File: src/rtl/brc_pkg.sv
// Package: constants, register map and types for the BCD RTC core
package brc_pkg;
    // Timing
    localparam int CLK_PERIOD_NS  = 10;
    localparam int REC_TIME_MS    = 2;
    // Longest time: integer division rounds down
    localparam int REC_CYCLES     = REC_TIME_MS * 1000000 / CLK_PERIOD_NS;
    localparam int OSC_LOST_CYCLES = 4096;
    localparam int PRESCALE_BITS  = 15;
    localparam int TAP_1HZ        = 14;
    localparam int TAP_4K         = 2;
    localparam int TAP_8K         = 1;
    localparam int RAM_BYTES      = 56;

    // Register byte offsets (low 12 address bits decoded)
    localparam logic [11:0] OFF_SEC   = 12'h000;
    localparam logic [11:0] OFF_MIN   = 12'h004;
    localparam logic [11:0] OFF_HOUR  = 12'h008;
    localparam logic [11:0] OFF_DAY   = 12'h00C;
    localparam logic [11:0] OFF_DATE  = 12'h010;
    localparam logic [11:0] OFF_MONTH = 12'h014;
    localparam logic [11:0] OFF_YEAR  = 12'h018;
    localparam logic [11:0] OFF_CTRL  = 12'h01C;
    localparam logic [11:0] OFF_STAT  = 12'h020;
    localparam logic [11:0] OFF_RAM   = 12'h100;

    // Field positions
    localparam int HOUR_MODE12_BIT = 6;
    localparam int HOUR_PM_BIT     = 5;
    localparam int CTRL_OUT_BIT    = 7;
    localparam int CTRL_SQUARE_WAVE_ENABLE_BIT_BIT   = 4;
    localparam int CTRL_RS_LSB     = 0;
    localparam int STAT_BACKUP_BIT = 0;
    localparam int STAT_ACCESS_BIT = 1;
    localparam int STAT_OSC_BIT    = 2;
    localparam int HTRANS_ACT_BIT  = 1;

    // Reset values and BCD limits
    localparam logic [7:0] ZERO_RST   = 8'h00;
    localparam logic [7:0] ONE_RST    = 8'h01;
    localparam logic [7:0] CTRL_RST   = 8'h80;
    localparam logic [7:0] MAX_59     = 8'h59;
    localparam logic [7:0] MAX_23     = 8'h23;
    localparam logic [7:0] MAX_12     = 8'h12;
    localparam logic [7:0] HOUR_11    = 8'h11;
    localparam logic [7:0] MAX_7      = 8'h07;
    localparam logic [7:0] MAX_99     = 8'h99;
    localparam logic [7:0] MONTH_FEB  = 8'h02;
    localparam logic [7:0] DAYS_31    = 8'h31;
    localparam logic [7:0] DAYS_30    = 8'h30;
    localparam logic [7:0] DAYS_29    = 8'h29;
    localparam logic [7:0] DAYS_28    = 8'h28;

    typedef enum logic [1:0] {SQW_1HZ, SQW_4K, SQW_8K, SQW_32K} brc_sqw_type;
    typedef enum logic [1:0] {
        BUS_IDLE, BUS_WRITE, BUS_READ_WAIT, BUS_READ_DONE
    } brc_bus_type;
endpackage

File: src/rtl/brc_bcd_inc.sv
// Two-digit BCD increment with wrap from an upper to a lower bound
`timescale 1ns/10ps
`default_nettype none
module brc_bcd_inc (
    input  wire logic [7:0] value,
    input  wire logic [7:0] lo,
    input  wire logic [7:0] hi,
    output var  logic [7:0] next_value,
    output var  logic       wrap
);
    // Values at or beyond the bound wrap, so bad writes recover
    always_comb begin
        wrap = (value >= hi);
        if (wrap) begin
            next_value = lo;
        end else if (value[3:0] >= 4'h9) begin
            next_value = {4'(value[7:4] + 4'h1), 4'h0};
        end else begin
            next_value = {value[7:4], 4'(value[3:0] + 4'h1)};
        end
    end
endmodule // brc_bcd_inc
`default_nettype wire

File: src/rtl/brc_pin_sync.sv
// Three-stage synchroniser for a pin from outside the hclk domain
`timescale 1ns/10ps
`default_nettype none
module brc_pin_sync #(
    parameter logic RESET_VAL = 1'b0
) (
    input  wire logic hclk,
    input  wire logic hresetn,
    input  wire logic pin,
    output var  logic level
);
    typedef struct packed {
        logic s1;
        logic s2;
        logic s3;
        logic lvl;
    } brc_sync_type;

    brc_sync_type r;
    brc_sync_type next_r;

    // A change counts once stages two and three agree
    always_comb begin
        next_r     = r;
        next_r.s1  = pin;
        next_r.s2  = r.s1;
        next_r.s3  = r.s2;
        if (r.s2 == r.s3) begin
            next_r.lvl = r.s3;
        end
    end

    always_ff @(posedge hclk or negedge hresetn) begin
        if (!hresetn) begin
            r <= {4{RESET_VAL}};
        end else begin
            r <= next_r;
        end
    end

    assign level = r.lvl;
endmodule // brc_pin_sync
`default_nettype wire

File: src/rtl/brc_rtc.sv
// BCD real-time clock core with storage, square wave and AHB-Lite slave
`timescale 1ns/10ps
`default_nettype none
module brc_rtc #(
    parameter int RAM_BYTES  = brc_pkg::RAM_BYTES,
    parameter int REC_CYCLES = brc_pkg::REC_CYCLES,
    parameter int OSC_LOST   = brc_pkg::OSC_LOST_CYCLES,
    parameter int DIV_BITS   = brc_pkg::PRESCALE_BITS
) (
    input  wire logic        hclk,
    input  wire logic        hresetn,
    input  wire logic        hsel,
    input  wire logic [31:0] haddr,
    input  wire logic [1:0]  htrans,
    input  wire logic        hwrite,
    input  wire logic [2:0]  hsize,
    input  wire logic [31:0] hwdata,
    input  wire logic        hready,
    output var  logic        hreadyout,
    output var  logic [31:0] hrdata,
    output var  logic        hresp,
    input  wire logic        crystal_input_pin,
    input  wire logic        vcc_above_power_fail_threshold,
    output var  logic        on_backup_supply,
    output var  logic        square_wave_output_pin_out,
    output var  logic        square_wave_output_pin_oe
);
    localparam int REC_W = $clog2(REC_CYCLES + 1);
    localparam int OSC_W = $clog2(OSC_LOST + 1);
    localparam logic [11:0] RAM_SPAN = 12'(RAM_BYTES * 4);

    // Elaboration check: six-bit storage index, counts, 1 Hz tap above 4k
    if (RAM_BYTES < 1 || RAM_BYTES > 64 || REC_CYCLES < 1 || OSC_LOST < 2 ||
        DIV_BITS < brc_pkg::TAP_4K + 2) begin : g_bad_param
        $error("brc_rtc: parameter out of range");
    end

    typedef struct packed {
        logic [7:0]               sec;
        logic [7:0]               min;
        logic [7:0]               hour;
        logic [7:0]               day;
        logic [7:0]               date;
        logic [7:0]               month;
        logic [7:0]               year;
        logic [7:0]               ctrl;
        logic [DIV_BITS-1:0]      prescale;
        logic                     xtal_prev;
        logic                     tick_pend;
        logic [REC_W-1:0]         rec_cnt;
        logic                     access_ok;
        logic [OSC_W-1:0]         osc_cnt;
        brc_pkg::brc_bus_type     bus;
        logic [11:0]              addr;
        logic [31:0]              rdata;
        logic                     sqw_low;
    } brc_state_type;

    brc_state_type r;
    brc_state_type next_r;
    logic [7:0]    ram [RAM_BYTES];

    logic        xtal_lvl;
    logic        vcc_ok;
    logic        xtal_rise;
    logic        tick;
    logic        adv;
    logic        osc_alive;
    logic        wr_en;
    logic        time_wr;
    logic        ram_hit;
    logic [11:0] ram_off;
    logic [5:0]  ram_idx;
    logic        leap;
    logic [7:0]  month_len;
    logic        hour_carry;
    logic        day_roll;
    logic [7:0]  hour_inc;
    logic        sqw_level;
    logic [7:0]  read_byte;
    logic [7:0]  sec_inc, min_inc, h24_inc, h12_inc;
    logic [7:0]  day_inc, date_inc, mon_inc, year_inc;
    logic        sec_wrap, min_wrap, h24_wrap, h12_wrap;
    logic        day_wrap, date_wrap, mon_wrap, year_wrap;

    ////////////////////////////////////////////////////////////////////////
    // Pin synchronisers
    // External oscillator drives the crystal input; sampled, not a clock
    brc_pin_sync #(.RESET_VAL(1'b0)) u_xtal_sync (
        .hclk   (hclk),
        .hresetn(hresetn),
        .pin    (crystal_input_pin),
        .level  (xtal_lvl)
    );
    // Supply assumed failing until the comparator says otherwise
    brc_pin_sync #(.RESET_VAL(1'b0)) u_vcc_sync (
        .hclk   (hclk),
        .hresetn(hresetn),
        .pin    (vcc_above_power_fail_threshold),
        .level  (vcc_ok)
    );

    ////////////////////////////////////////////////////////////////////////
    // BCD counters of the cascade
    brc_bcd_inc u_sec (.value(r.sec), .lo(brc_pkg::ZERO_RST),
        .hi(brc_pkg::MAX_59), .next_value(sec_inc), .wrap(sec_wrap));
    brc_bcd_inc u_min (.value(r.min), .lo(brc_pkg::ZERO_RST),
        .hi(brc_pkg::MAX_59), .next_value(min_inc), .wrap(min_wrap));
    brc_bcd_inc u_h24 (.value({2'b00, r.hour[5:0]}), .lo(brc_pkg::ZERO_RST),
        .hi(brc_pkg::MAX_23), .next_value(h24_inc), .wrap(h24_wrap));
    brc_bcd_inc u_h12 (.value({3'b000, r.hour[4:0]}), .lo(brc_pkg::ONE_RST),
        .hi(brc_pkg::MAX_12), .next_value(h12_inc), .wrap(h12_wrap));
    brc_bcd_inc u_day (.value(r.day), .lo(brc_pkg::ONE_RST),
        .hi(brc_pkg::MAX_7), .next_value(day_inc), .wrap(day_wrap));
    brc_bcd_inc u_date (.value(r.date), .lo(brc_pkg::ONE_RST),
        .hi(month_len), .next_value(date_inc), .wrap(date_wrap));
    brc_bcd_inc u_mon (.value(r.month), .lo(brc_pkg::ONE_RST),
        .hi(brc_pkg::MAX_12), .next_value(mon_inc), .wrap(mon_wrap));
    brc_bcd_inc u_year (.value(r.year), .lo(brc_pkg::ZERO_RST),
        .hi(brc_pkg::MAX_99), .next_value(year_inc), .wrap(year_wrap));

    ////////////////////////////////////////////////////////////////////////
    // Calendar helpers
    always_comb begin
        // Years 00..99 are 2000..2099: every fourth year is leap
        leap = r.year[4] ? (r.year[3:0] == 4'h2 || r.year[3:0] == 4'h6)
                         : (r.year[3:0] == 4'h0 || r.year[3:0] == 4'h4 ||
                            r.year[3:0] == 4'h8);
        // Last valid date of the current month
        case (r.month)
            brc_pkg::MONTH_FEB: month_len = leap ? brc_pkg::DAYS_29
                                                 : brc_pkg::DAYS_28;
            8'h04, 8'h06, 8'h09, 8'h11: month_len = brc_pkg::DAYS_30;
            default: month_len = brc_pkg::DAYS_31;
        endcase
        // 12-hour: 11 -> 12 flips the flag, 11 PM rolls the day
        if (r.hour[brc_pkg::HOUR_MODE12_BIT]) begin
            hour_carry = (r.hour[4:0] == brc_pkg::HOUR_11[4:0]) &&
                         r.hour[brc_pkg::HOUR_PM_BIT];
            hour_inc   = {2'b01,
                          r.hour[brc_pkg::HOUR_PM_BIT] ^
                          (h12_inc == brc_pkg::MAX_12),
                          h12_inc[4:0]};
        end else begin
            hour_carry = h24_wrap;
            hour_inc   = {2'b00, h24_inc[5:0]};
        end
    end

    ////////////////////////////////////////////////////////////////////////
    // Timebase, bus strobes and read mux
    always_comb begin
        xtal_rise = xtal_lvl && !r.xtal_prev;
        tick      = xtal_rise && (&r.prescale);
        osc_alive = (r.osc_cnt < OSC_W'(OSC_LOST));
        wr_en     = (r.bus == brc_pkg::BUS_WRITE) && r.access_ok;
        time_wr   = wr_en && (r.addr <= brc_pkg::OFF_YEAR);
        // A tick meeting a time write waits for the first cycle without one, never lost
        adv       = (tick || r.tick_pend) && !time_wr;
        day_roll  = adv && sec_wrap && min_wrap && hour_carry;
        ram_off   = 12'(r.addr - brc_pkg::OFF_RAM);
        ram_idx   = ram_off[7:2];
        ram_hit   = (r.addr >= brc_pkg::OFF_RAM) && (ram_off < RAM_SPAN) &&
                    (r.addr[1:0] == 2'b00);
        case (brc_pkg::brc_sqw_type'(r.ctrl[brc_pkg::CTRL_RS_LSB +: 2]))
            brc_pkg::SQW_1HZ: sqw_level = r.prescale[DIV_BITS-1];
            brc_pkg::SQW_4K:  sqw_level = r.prescale[brc_pkg::TAP_4K];
            brc_pkg::SQW_8K:  sqw_level = r.prescale[brc_pkg::TAP_8K];
            default:          sqw_level = xtal_lvl;
        endcase
        // Everything but status reads zero while access is blocked
        read_byte = 8'h00;
        case (r.addr)
            brc_pkg::OFF_SEC:   read_byte = r.sec;
            brc_pkg::OFF_MIN:   read_byte = r.min;
            brc_pkg::OFF_HOUR:  read_byte = r.hour;
            brc_pkg::OFF_DAY:   read_byte = r.day;
            brc_pkg::OFF_DATE:  read_byte = r.date;
            brc_pkg::OFF_MONTH: read_byte = r.month;
            brc_pkg::OFF_YEAR:  read_byte = r.year;
            brc_pkg::OFF_CTRL:  read_byte = r.ctrl;
            default: begin
                if (ram_hit) begin
                    read_byte = ram[ram_idx];
                end
            end
        endcase
        if (!r.access_ok) begin
            read_byte = 8'h00;
        end
        if (r.addr == brc_pkg::OFF_STAT) begin
            read_byte = 8'h00;
            read_byte[brc_pkg::STAT_BACKUP_BIT] = !vcc_ok;
            read_byte[brc_pkg::STAT_ACCESS_BIT] = r.access_ok;
            read_byte[brc_pkg::STAT_OSC_BIT]    = osc_alive;
        end
    end

    ////////////////////////////////////////////////////////////////////////
    // Next state
    always_comb begin
        next_r           = r;
        next_r.xtal_prev = xtal_lvl;
        next_r.tick_pend = (tick || r.tick_pend) && time_wr;
        // Prescaler: 32768 crystal edges make one second
        if (xtal_rise) begin
            next_r.prescale = r.prescale + 1'b1;
        end
        // Oscillator watchdog: cleared on every crystal edge
        if (xtal_lvl != r.xtal_prev) begin
            next_r.osc_cnt = '0;
        end else if (osc_alive) begin
            next_r.osc_cnt = OSC_W'(r.osc_cnt + 1'b1);
        end
        // Counting runs regardless of the supply state
        if (adv) begin
            next_r.sec = sec_inc;
            if (sec_wrap) begin
                next_r.min = min_inc;
            end
            if (sec_wrap && min_wrap) begin
                next_r.hour = hour_inc;
            end
            if (day_roll) begin
                next_r.day  = day_inc;
                next_r.date = date_inc;
                if (date_wrap) begin
                    next_r.month = mon_inc;
                end
                if (date_wrap && mon_wrap) begin
                    next_r.year = year_inc;
                end
            end
        end
        // Register writes in the data phase, only with access granted
        if (wr_en) begin
            case (r.addr)
                brc_pkg::OFF_SEC: begin
                    next_r.sec      = hwdata[7:0];
                    next_r.prescale = '0; // Fresh second starts on write
                end
                brc_pkg::OFF_MIN:   next_r.min   = hwdata[7:0];
                brc_pkg::OFF_HOUR:  next_r.hour  = hwdata[7:0];
                brc_pkg::OFF_DAY:   next_r.day   = hwdata[7:0];
                brc_pkg::OFF_DATE:  next_r.date  = hwdata[7:0];
                brc_pkg::OFF_MONTH: next_r.month = hwdata[7:0];
                brc_pkg::OFF_YEAR:  next_r.year  = hwdata[7:0];
                brc_pkg::OFF_CTRL:  next_r.ctrl  = hwdata[7:0];
                default: ;
            endcase
        end
        // Power control: block below threshold, hold off on recovery
        if (!vcc_ok) begin
            next_r.access_ok = 1'b0;
            next_r.rec_cnt   = REC_W'(REC_CYCLES);
        end else if (!r.access_ok) begin
            // No recovery wait when the oscillator has stopped
            if (r.rec_cnt == '0 || !osc_alive) begin
                next_r.access_ok = 1'b1;
            end else begin
                next_r.rec_cnt = REC_W'(r.rec_cnt - 1'b1);
            end
        end
        // Open drain: pull low for a low level, on either supply
        if (r.ctrl[brc_pkg::CTRL_SQUARE_WAVE_ENABLE_BIT_BIT]) begin
            next_r.sqw_low = !sqw_level;
        end else begin
            next_r.sqw_low = !r.ctrl[brc_pkg::CTRL_OUT_BIT];
        end
        // AHB-Lite: reads take one wait state, writes none
        if (r.bus == brc_pkg::BUS_READ_WAIT) begin
            next_r.bus   = brc_pkg::BUS_READ_DONE;
            next_r.rdata = {24'h000000, read_byte};
        end else begin
            next_r.bus = brc_pkg::BUS_IDLE;
        end
        if (hsel && htrans[brc_pkg::HTRANS_ACT_BIT] && hready) begin
            next_r.bus  = hwrite ? brc_pkg::BUS_WRITE
                                 : brc_pkg::BUS_READ_WAIT;
            next_r.addr = haddr[11:0];
        end
    end

    ////////////////////////////////////////////////////////////////////////
    // State registers
    always_ff @(posedge hclk or negedge hresetn) begin
        if (!hresetn) begin
            r       <= '0;
            r.day   <= brc_pkg::ONE_RST;
            r.date  <= brc_pkg::ONE_RST;
            r.month <= brc_pkg::ONE_RST;
            r.ctrl  <= brc_pkg::CTRL_RST;
        end else begin
            r <= next_r;
        end
    end

    // Storage has no reset: contents survive on backup
    always_ff @(posedge hclk) begin
        if (wr_en && ram_hit) begin
            ram[ram_idx] <= hwdata[7:0];
        end
    end

    ////////////////////////////////////////////////////////////////////////
    // Outputs
    assign hreadyout                  = (r.bus != brc_pkg::BUS_READ_WAIT);
    assign hrdata                     = r.rdata;
    assign hresp                      = 1'b0;
    assign on_backup_supply           = !vcc_ok;
    assign square_wave_output_pin_out = 1'b0;
    assign square_wave_output_pin_oe  = r.sqw_low;
endmodule // brc_rtc
`default_nettype wire
File: config.mk
export PLATFORM = sky130hd
export DESIGN_NAME = brc_rtc
export DESIGN_NICKNAME = d
export VERILOG_FILES = /design/src/rtl/brc_pkg.sv /design/src/rtl/brc_bcd_inc.sv /design/src/rtl/brc_pin_sync.sv /design/src/rtl/brc_rtc.sv
export SDC_FILE = /design/constraint.sdc
export NUM_CORES = 1
export LEC_CHECK = 0
export ABC_AREA = 0
export BUFFER_PORTS_ARGS = -buffer_cell sky130_fd_sc_hd__buf_2
export CORE_MARGIN = 2
export CORE_UTILIZATION = 40
export DETAILED_ROUTE_END_ITERATION = 7
export SYNTH_ARGS = -nofsm -noshare
export SYNTH_HDL_FRONTEND = slang
export SYNTH_SLANG_ARGS = --single-unit
File: constraint.sdc
create_clock -name hclk -period 3.3 [get_ports hclk]
set_input_delay 0 -clock hclk [delete_from_list [all_inputs] [get_ports hclk]]
set_output_delay 0 -clock hclk [all_outputs]
set_load 0.01 [all_outputs]
[Word level (Yosys, flattened, before mapping)]
Memories as Yosys holds them, arrays and structs flattened.
Cells that the tools add are included.
Word-level totals
  bits in registers: 144
  bits in writable memories: 448
  bits of input ports: 76
  output and inout bits: 37
  logic and storage cells: 188
  memories kept: 1
Memory list
  ram: depth 56, bits a word 8, read ports 1, clocked after Yosys merged registers in 0, wr ports 1, RTL line brc_rtc.sv:61  | logic [7:0] ram [RAM_BYTES];
Operators by class
  $add $sub $neg: 19
  order comparisons: 19
  eq/ne operators: 29
  muxes and demuxes: 55
  bitwise operators: 1
  reductions and logical operators: 38
Operators by type and width (number)
  $mux 8: 29
  $mux 79: 1
  $pmux 8 s8: 1
  $mux 56: 1
  $add 4x1->4 const B: 13
  $eq 12x5->1 const B: 4
  $mux 19: 2
  $mux 32: 1
  $mux 15: 2
  $ge 4x4->1 const B: 7
  $mux 13: 2
  $eq 12x4->1 const B: 2
  $logic_not 18->1: 1
  $mux 18: 1
  $sub 18x1->18 const B: 1
  $logic_and 1x1->1: 17
  $eq 8x3->1 const B: 2
  $eq 8x5->1 const B: 2
  $ge 8x7->1 const B: 2
  $add 15x1->15 const B: 1
  $reduce_and 15->1: 1
  $mux 14: 1
  $add 13x1->13 const B: 1
  $lt 13x13->1 const B: 1
  40 further kinds: 65

[Logic depth before layout (Yosys ltp)]
  word-level depth: 13
  gate-level depth with buffers: 15
  gate-level depth less buffers: 14

[Hierarchy]
Synthesis repeated with hierarchy kept, for this count alone.
Second synthesis, totals
  cells, all modules: 2050
  area total of the unflattened synthesis: 29183.0 µm²
By module, submodules not included
  brc_rtc: times used 1, cells an instance 1576, area an instance 24866.3 µm², sequential area each 16861.2 µm²
  brc_bcd_inc: times used 8, cells an instance 58, area an instance 511.7 µm², sequential area each 0.0 µm²
  brc_pin_sync: times used 2, cells an instance 5, area an instance 111.4 µm², sequential area each 100.1 µm²

[Worst setup path after synthesis]
OpenSTA, ideal clock, no wires.
  kind: register -> register
  start point: reg r[112] (netlist bit)
  end point: reg r[107] (netlist bit)
  setup time: 0.082 ns
  arrival time: 3.073 ns
  required time: 3.218 ns
  path slack: 0.145 ns
  stages on the path, launching flop included: 14
  path buffers: 1
  clock period less this slack: 3.155 ns
  cell sequence: dfstp_2 -> inv_1 -> ha_1 -> nand4b_1 -> mux2_2 -> ha_1 -> nor4b_1 -> o221a_2 -> inv_1 -> nand4_2 -> or2_1 -> buf_2 -> or4_1 -> a31oi_1
RTL lines
  from (decl): RTL line brc_rtc.sv:59  | brc_state_type r;
  from (signal assigned): RTL line brc_rtc.sv:294  | r <= next_r;

==> flow_summary.ini <==
[status]
run_status = complete, no violations

[worst_setup_path]
crit_path_end_kind = flop
critical_path.startpoint_type = flop
crit_path_max_fanout = 4
timing.critical_path.required_ns = 3.85
timing.critical_path.arrival_ns = 3.75
kind_of_critical_path = reg2reg

[grt]
global_route.overflow_total = 0
maximum_number_of_pins_on_one_net_before_global_route_repair = 63
grt.total_usage_pct = 19.52
grt_first_pass_wirelength_um = 99680
antenna_violations_before_repair = 0
vias_in_the_first_global_route = 16070

[logic_synthesis]
synth-compound-area-share_pct = 5.555
synthFlopType = sky130_fd_sc_hd__edfxtp_1
synth.avg_cell_area_um2 = 14.92
ys_async_sr_fraction_pct = 24.32
synth_enable_flop_cells = 448
synth_top_family_by_area = multiplexers
synth.distinct_cells = 77
synthCells = 1760
post_synth_fa_ha_maj_area_fraction_pct = 2.411
post_synthesis_share_of_cell_area_spent_on_xor_and_xnor_gates_pct = 1.501
synth-simple-area-share_pct = 9.238
syn-cell-area_um2 = 26260
synth.yosys.seq_area_share_pct = 64.97
synth.ff_latch_count = 592
ys.warnings.count = 0
yosys-mux-area-fraction_pct = 13.23

[pwr]
seq_pwr_share_pct = 46.6
power_per_cell_area_nw_per_um2 = 586.3
leakagePower_nw = 10.92
sw_ratio_pct = 25.19
irDropWorstVdd_v = 0.0004481
netSwitchingPower_mw = 4.511
pwr-share-clk_pct = 39.9
intPower_mw = 13.39
power_frac_comb_pct = 13.5
power.total_mw = 17.91

[sta]
timing_hold_violations_final = 0
timing.clock.skew_ns = 0.03842
maxClockFrequency_mhz = 312.7
finalSetupViolations = 0
postLayoutSetupSlackWorst_ns = 0.1019
finalSetupTns_ns = 0
timing.final.crit_share_pct = 96.91
slew-limit-headroom_pct = 27.10
tightestPinTransition_ns = 1.094
fin_hold_ws_ns = 0.03126
final.min_clock_period_ns = 3.198
slew_violations = 0

[floorplan]
core_um2 = 64700
chipWidth_um = 260.2
number_of_top_level_design_ports = 113
initial_core_util_pct = 40.59
die_area_um2 = 67720
die_height_um = 260.2
rows = 93

[routing]
total_routed_length_um = 65540
drt_drc_violations_left = 0
drt_iter0_markers = 1439
drt_pass1_iterations = 5
viasPerCell = 5.616
drt-wirelength-per-cell_um = 23.10
dr_total_vias = 15930
antenna_left = 0

[place]
gpl.final_weighted_congestion = 0.9181
number_of_buffers_added_on_ports = 38
dp.final_hpwl_um = 42990
dpl_worst_slack_ns = 0.000009770

[cells_and_area]
final_util_pct = 47.20
layout_commonest_cell = sky130_fd_sc_hd__edfxtp_1
fill_cells = 5634
fraction_of_layout_cells_with_a_size_suffix_above_1_pct = 24.08
area_delta_synth_final_pct = 16.29
mostFrequentLayoutCells = sky130_fd_sc_hd__edfxtp_1, sky130_fd_sc_hd__nor2_1, sky130_fd_sc_hd__buf_4, sky130_fd_sc_hd__dfrtp_1, sky130_fd_sc_hd__mux4_2
num-nets-final = 2055
register_area_um2 = 17070
multi_input_combinational_cell_area_um2 = 8577

[clock_network]
cts.reportedPaths.clkPinSlew_ns = 0.06
clock_tree_buffer_depth = 3
tritoncts.num_buffers = 59
cts.root.buffer_cell = sky130_fd_sc_hd__clkbuf_16
tritoncts_clock_tree = done
htree_levels = 2
cts_sinks = 592
clock_insertion_delay_worst_skew_ns = 0.66

[run]
max_cap_violations = 0

[min_path]
path_category_of_the_worst_min_delay_check = in2reg
routing by layer:
metal  track usage [%]  wire length [um]
met5                 0                 0
met4             6.079              1868
met3             3.158              3925
met2             31.67             31280
met1             27.06             28470
kinds of logic (layout without fill, tap and decap cells):
logic type | after synthesis | count (layout)
adders and majority gates | 51 | 51
xor gates and xnor gates | 45 | 45
DFF | 592 | 592
muxes | 187 | 187
and+or+nand+nor | 497 | 497
buffers and inverters | 162 | 358
other | 1 | 27
AOI/OAI and AO/OA | 225 | 225
flip-flops by register name, summed over array words and instances (netlist names):
name / cells
r: 127
square_wave_output_pin_oe: 1
u_vcc_sync.next_r: 2
u_vcc_sync.r: 1
u_vcc_sync.level: 1
hrdata: 8
u_xtal_sync.level: 1
ram: 448
u_xtal_sync.next_r: 2
u_xtal_sync.r: 1
synthesized netlist by cell type, types with 6 or more instances:
cell / number / share of area (%)
sky130_fd_sc_hd__inv_1: 39 / 0.56
sky130_fd_sc_hd__nand2_1: 116 / 1.7
sky130_fd_sc_hd__nand4b_1: 6 / 0.20
sky130_fd_sc_hd__dfrtp_1: 140 / 13
sky130_fd_sc_hd__xor2_1: 17 / 0.57
sky130_fd_sc_hd__nand3b_1: 6 / 0.17
sky130_fd_sc_hd__nand2b_1: 11 / 0.26
sky130_fd_sc_hd__mux2_2: 30 / 1.3
sky130_fd_sc_hd__mux2i_1: 32 / 1.2
sky130_fd_sc_hd__clkbuf_1: 33 / 0.47
sky130_fd_sc_hd__o21ai_1: 6 / 0.11
sky130_fd_sc_hd__and3_1: 19 / 0.45
sky130_fd_sc_hd__a221oi_1: 7 / 0.23
sky130_fd_sc_hd__buf_1: 11 / 0.16
sky130_fd_sc_hd__o31ai_1: 11 / 0.31
sky130_fd_sc_hd__buf_2: 36 / 0.69
sky130_fd_sc_hd__mux4_2: 125 / 11
sky130_fd_sc_hd__nor3_1: 31 / 0.59
sky130_fd_sc_hd__ha_1: 49 / 2.3
sky130_fd_sc_hd__o22ai_1: 10 / 0.24
sky130_fd_sc_hd__and2_1: 20 / 0.48
sky130_fd_sc_hd__nor2_1: 169 / 2.4
sky130_fd_sc_hd__a41oi_1: 7 / 0.23
sky130_fd_sc_hd__a22oi_1: 6 / 0.17
sky130_fd_sc_hd__o21ai_0: 49 / 0.93
sky130_fd_sc_hd__nor2b_1: 17 / 0.40
sky130_fd_sc_hd__edfxtp_1: 448 / 51
sky130_fd_sc_hd__a31oi_1: 14 / 0.33
sky130_fd_sc_hd__xnor2_1: 28 / 0.93
sky130_fd_sc_hd__nand4_1: 9 / 0.21
sky130_fd_sc_hd__or4_1: 6 / 0.17
sky130_fd_sc_hd__nor4_1: 9 / 0.21
sky130_fd_sc_hd__a21oi_1: 52 / 0.99
sky130_fd_sc_hd__a211oi_1: 14 / 0.40
sky130_fd_sc_hd__or3_1: 8 / 0.19
sky130_fd_sc_hd__o211ai_1: 6 / 0.17
sky130_fd_sc_hd__buf_4: 42 / 1.2
sky130_fd_sc_hd__nand3_1: 39 / 0.74
power groups by stage:
stage | clock [mW] | combinational [mW] | sequential, mW
2_1_floorplan | 0 | 1.63 | 8.40
3_3_place_gp | 0 | 2.37 | 8.48
3_5_place_dp | 0 | 2.39 | 8.49
4_1_cts | 7.29 | 2.43 | 8.33
5_1_grt | 7.59 | 2.60 | 8.36
6_report | 7.15 | 2.42 | 8.34
repair_timing:
| action | in CTS | in global routing |
|---|---|---|
| hold endpoints to repair | 248 | 0 |
| pin swaps | 0 | 11 |
| hold buffers | 24 | 0 |
| gates resized for setup | 1 | 24 |
| endpoints found under the setup margin | 2 | 15 |
| setup buffers | 0 | 0 |
final cells by class:
class	instances	area share (%)
Inverter	40	0.4998
Multi-Input combinational cell	1031	28.09
Antenna cell	1	0.008194
Clock buffer	70	5.039
Tap cell	855	3.503
Timing Repair Buffer	206	5.232
Sequential cell	592	55.90
Clock inverter	42	1.733
metrics by stage:
stage | cells | cell area [um^2]
after detailed placement | 2700 | 28110
after CTS | 2836 | 30440
after floorplan | 1785 | 26360
after global routing | 2836 | 30540
final | 2837 | 30540
after global placement | 2700 | 28110
worst max-delay path, stage by stage (launching register included):
cell                       delay [ns]
sky130_fd_sc_hd__dfrtp_1         0.40
sky130_fd_sc_hd__inv_1           0.07
sky130_fd_sc_hd__ha_2            0.18
sky130_fd_sc_hd__nor2b_4         0.14
sky130_fd_sc_hd__nand4b_1        0.24
sky130_fd_sc_hd__mux2_4          0.37
sky130_fd_sc_hd__ha_1            0.27
sky130_fd_sc_hd__nor4b_1         0.05
sky130_fd_sc_hd__o221a_2         0.27
sky130_fd_sc_hd__inv_2           0.08
sky130_fd_sc_hd__nand4_4         0.10
sky130_fd_sc_hd__or2_4           0.29
sky130_fd_sc_hd__or4_4           0.50
sky130_fd_sc_hd__a31oi_1         0.16
final timing paths:
path                                                 from                   end  slack (ns)  cells after the start
hold / removal             vcc_above_power_fail_threshold  u_vcc_sync.next_r[2]        0.03                      2
setup reg to reg                                   r[116]                r[110]        0.10                     13
setup / recovery                                   r[116]                r[110]        0.10                     13
max in group asynchronous                         hresetn     u_xtal_sync.level        2.18                      4
min in group asynchronous                         hresetn                r[103]        0.50                      3
hold reg to reg                      u_vcc_sync.next_r[2]  u_vcc_sync.next_r[1]        0.36                      0
Note: power is estimated with default switching activity, not from simulation.
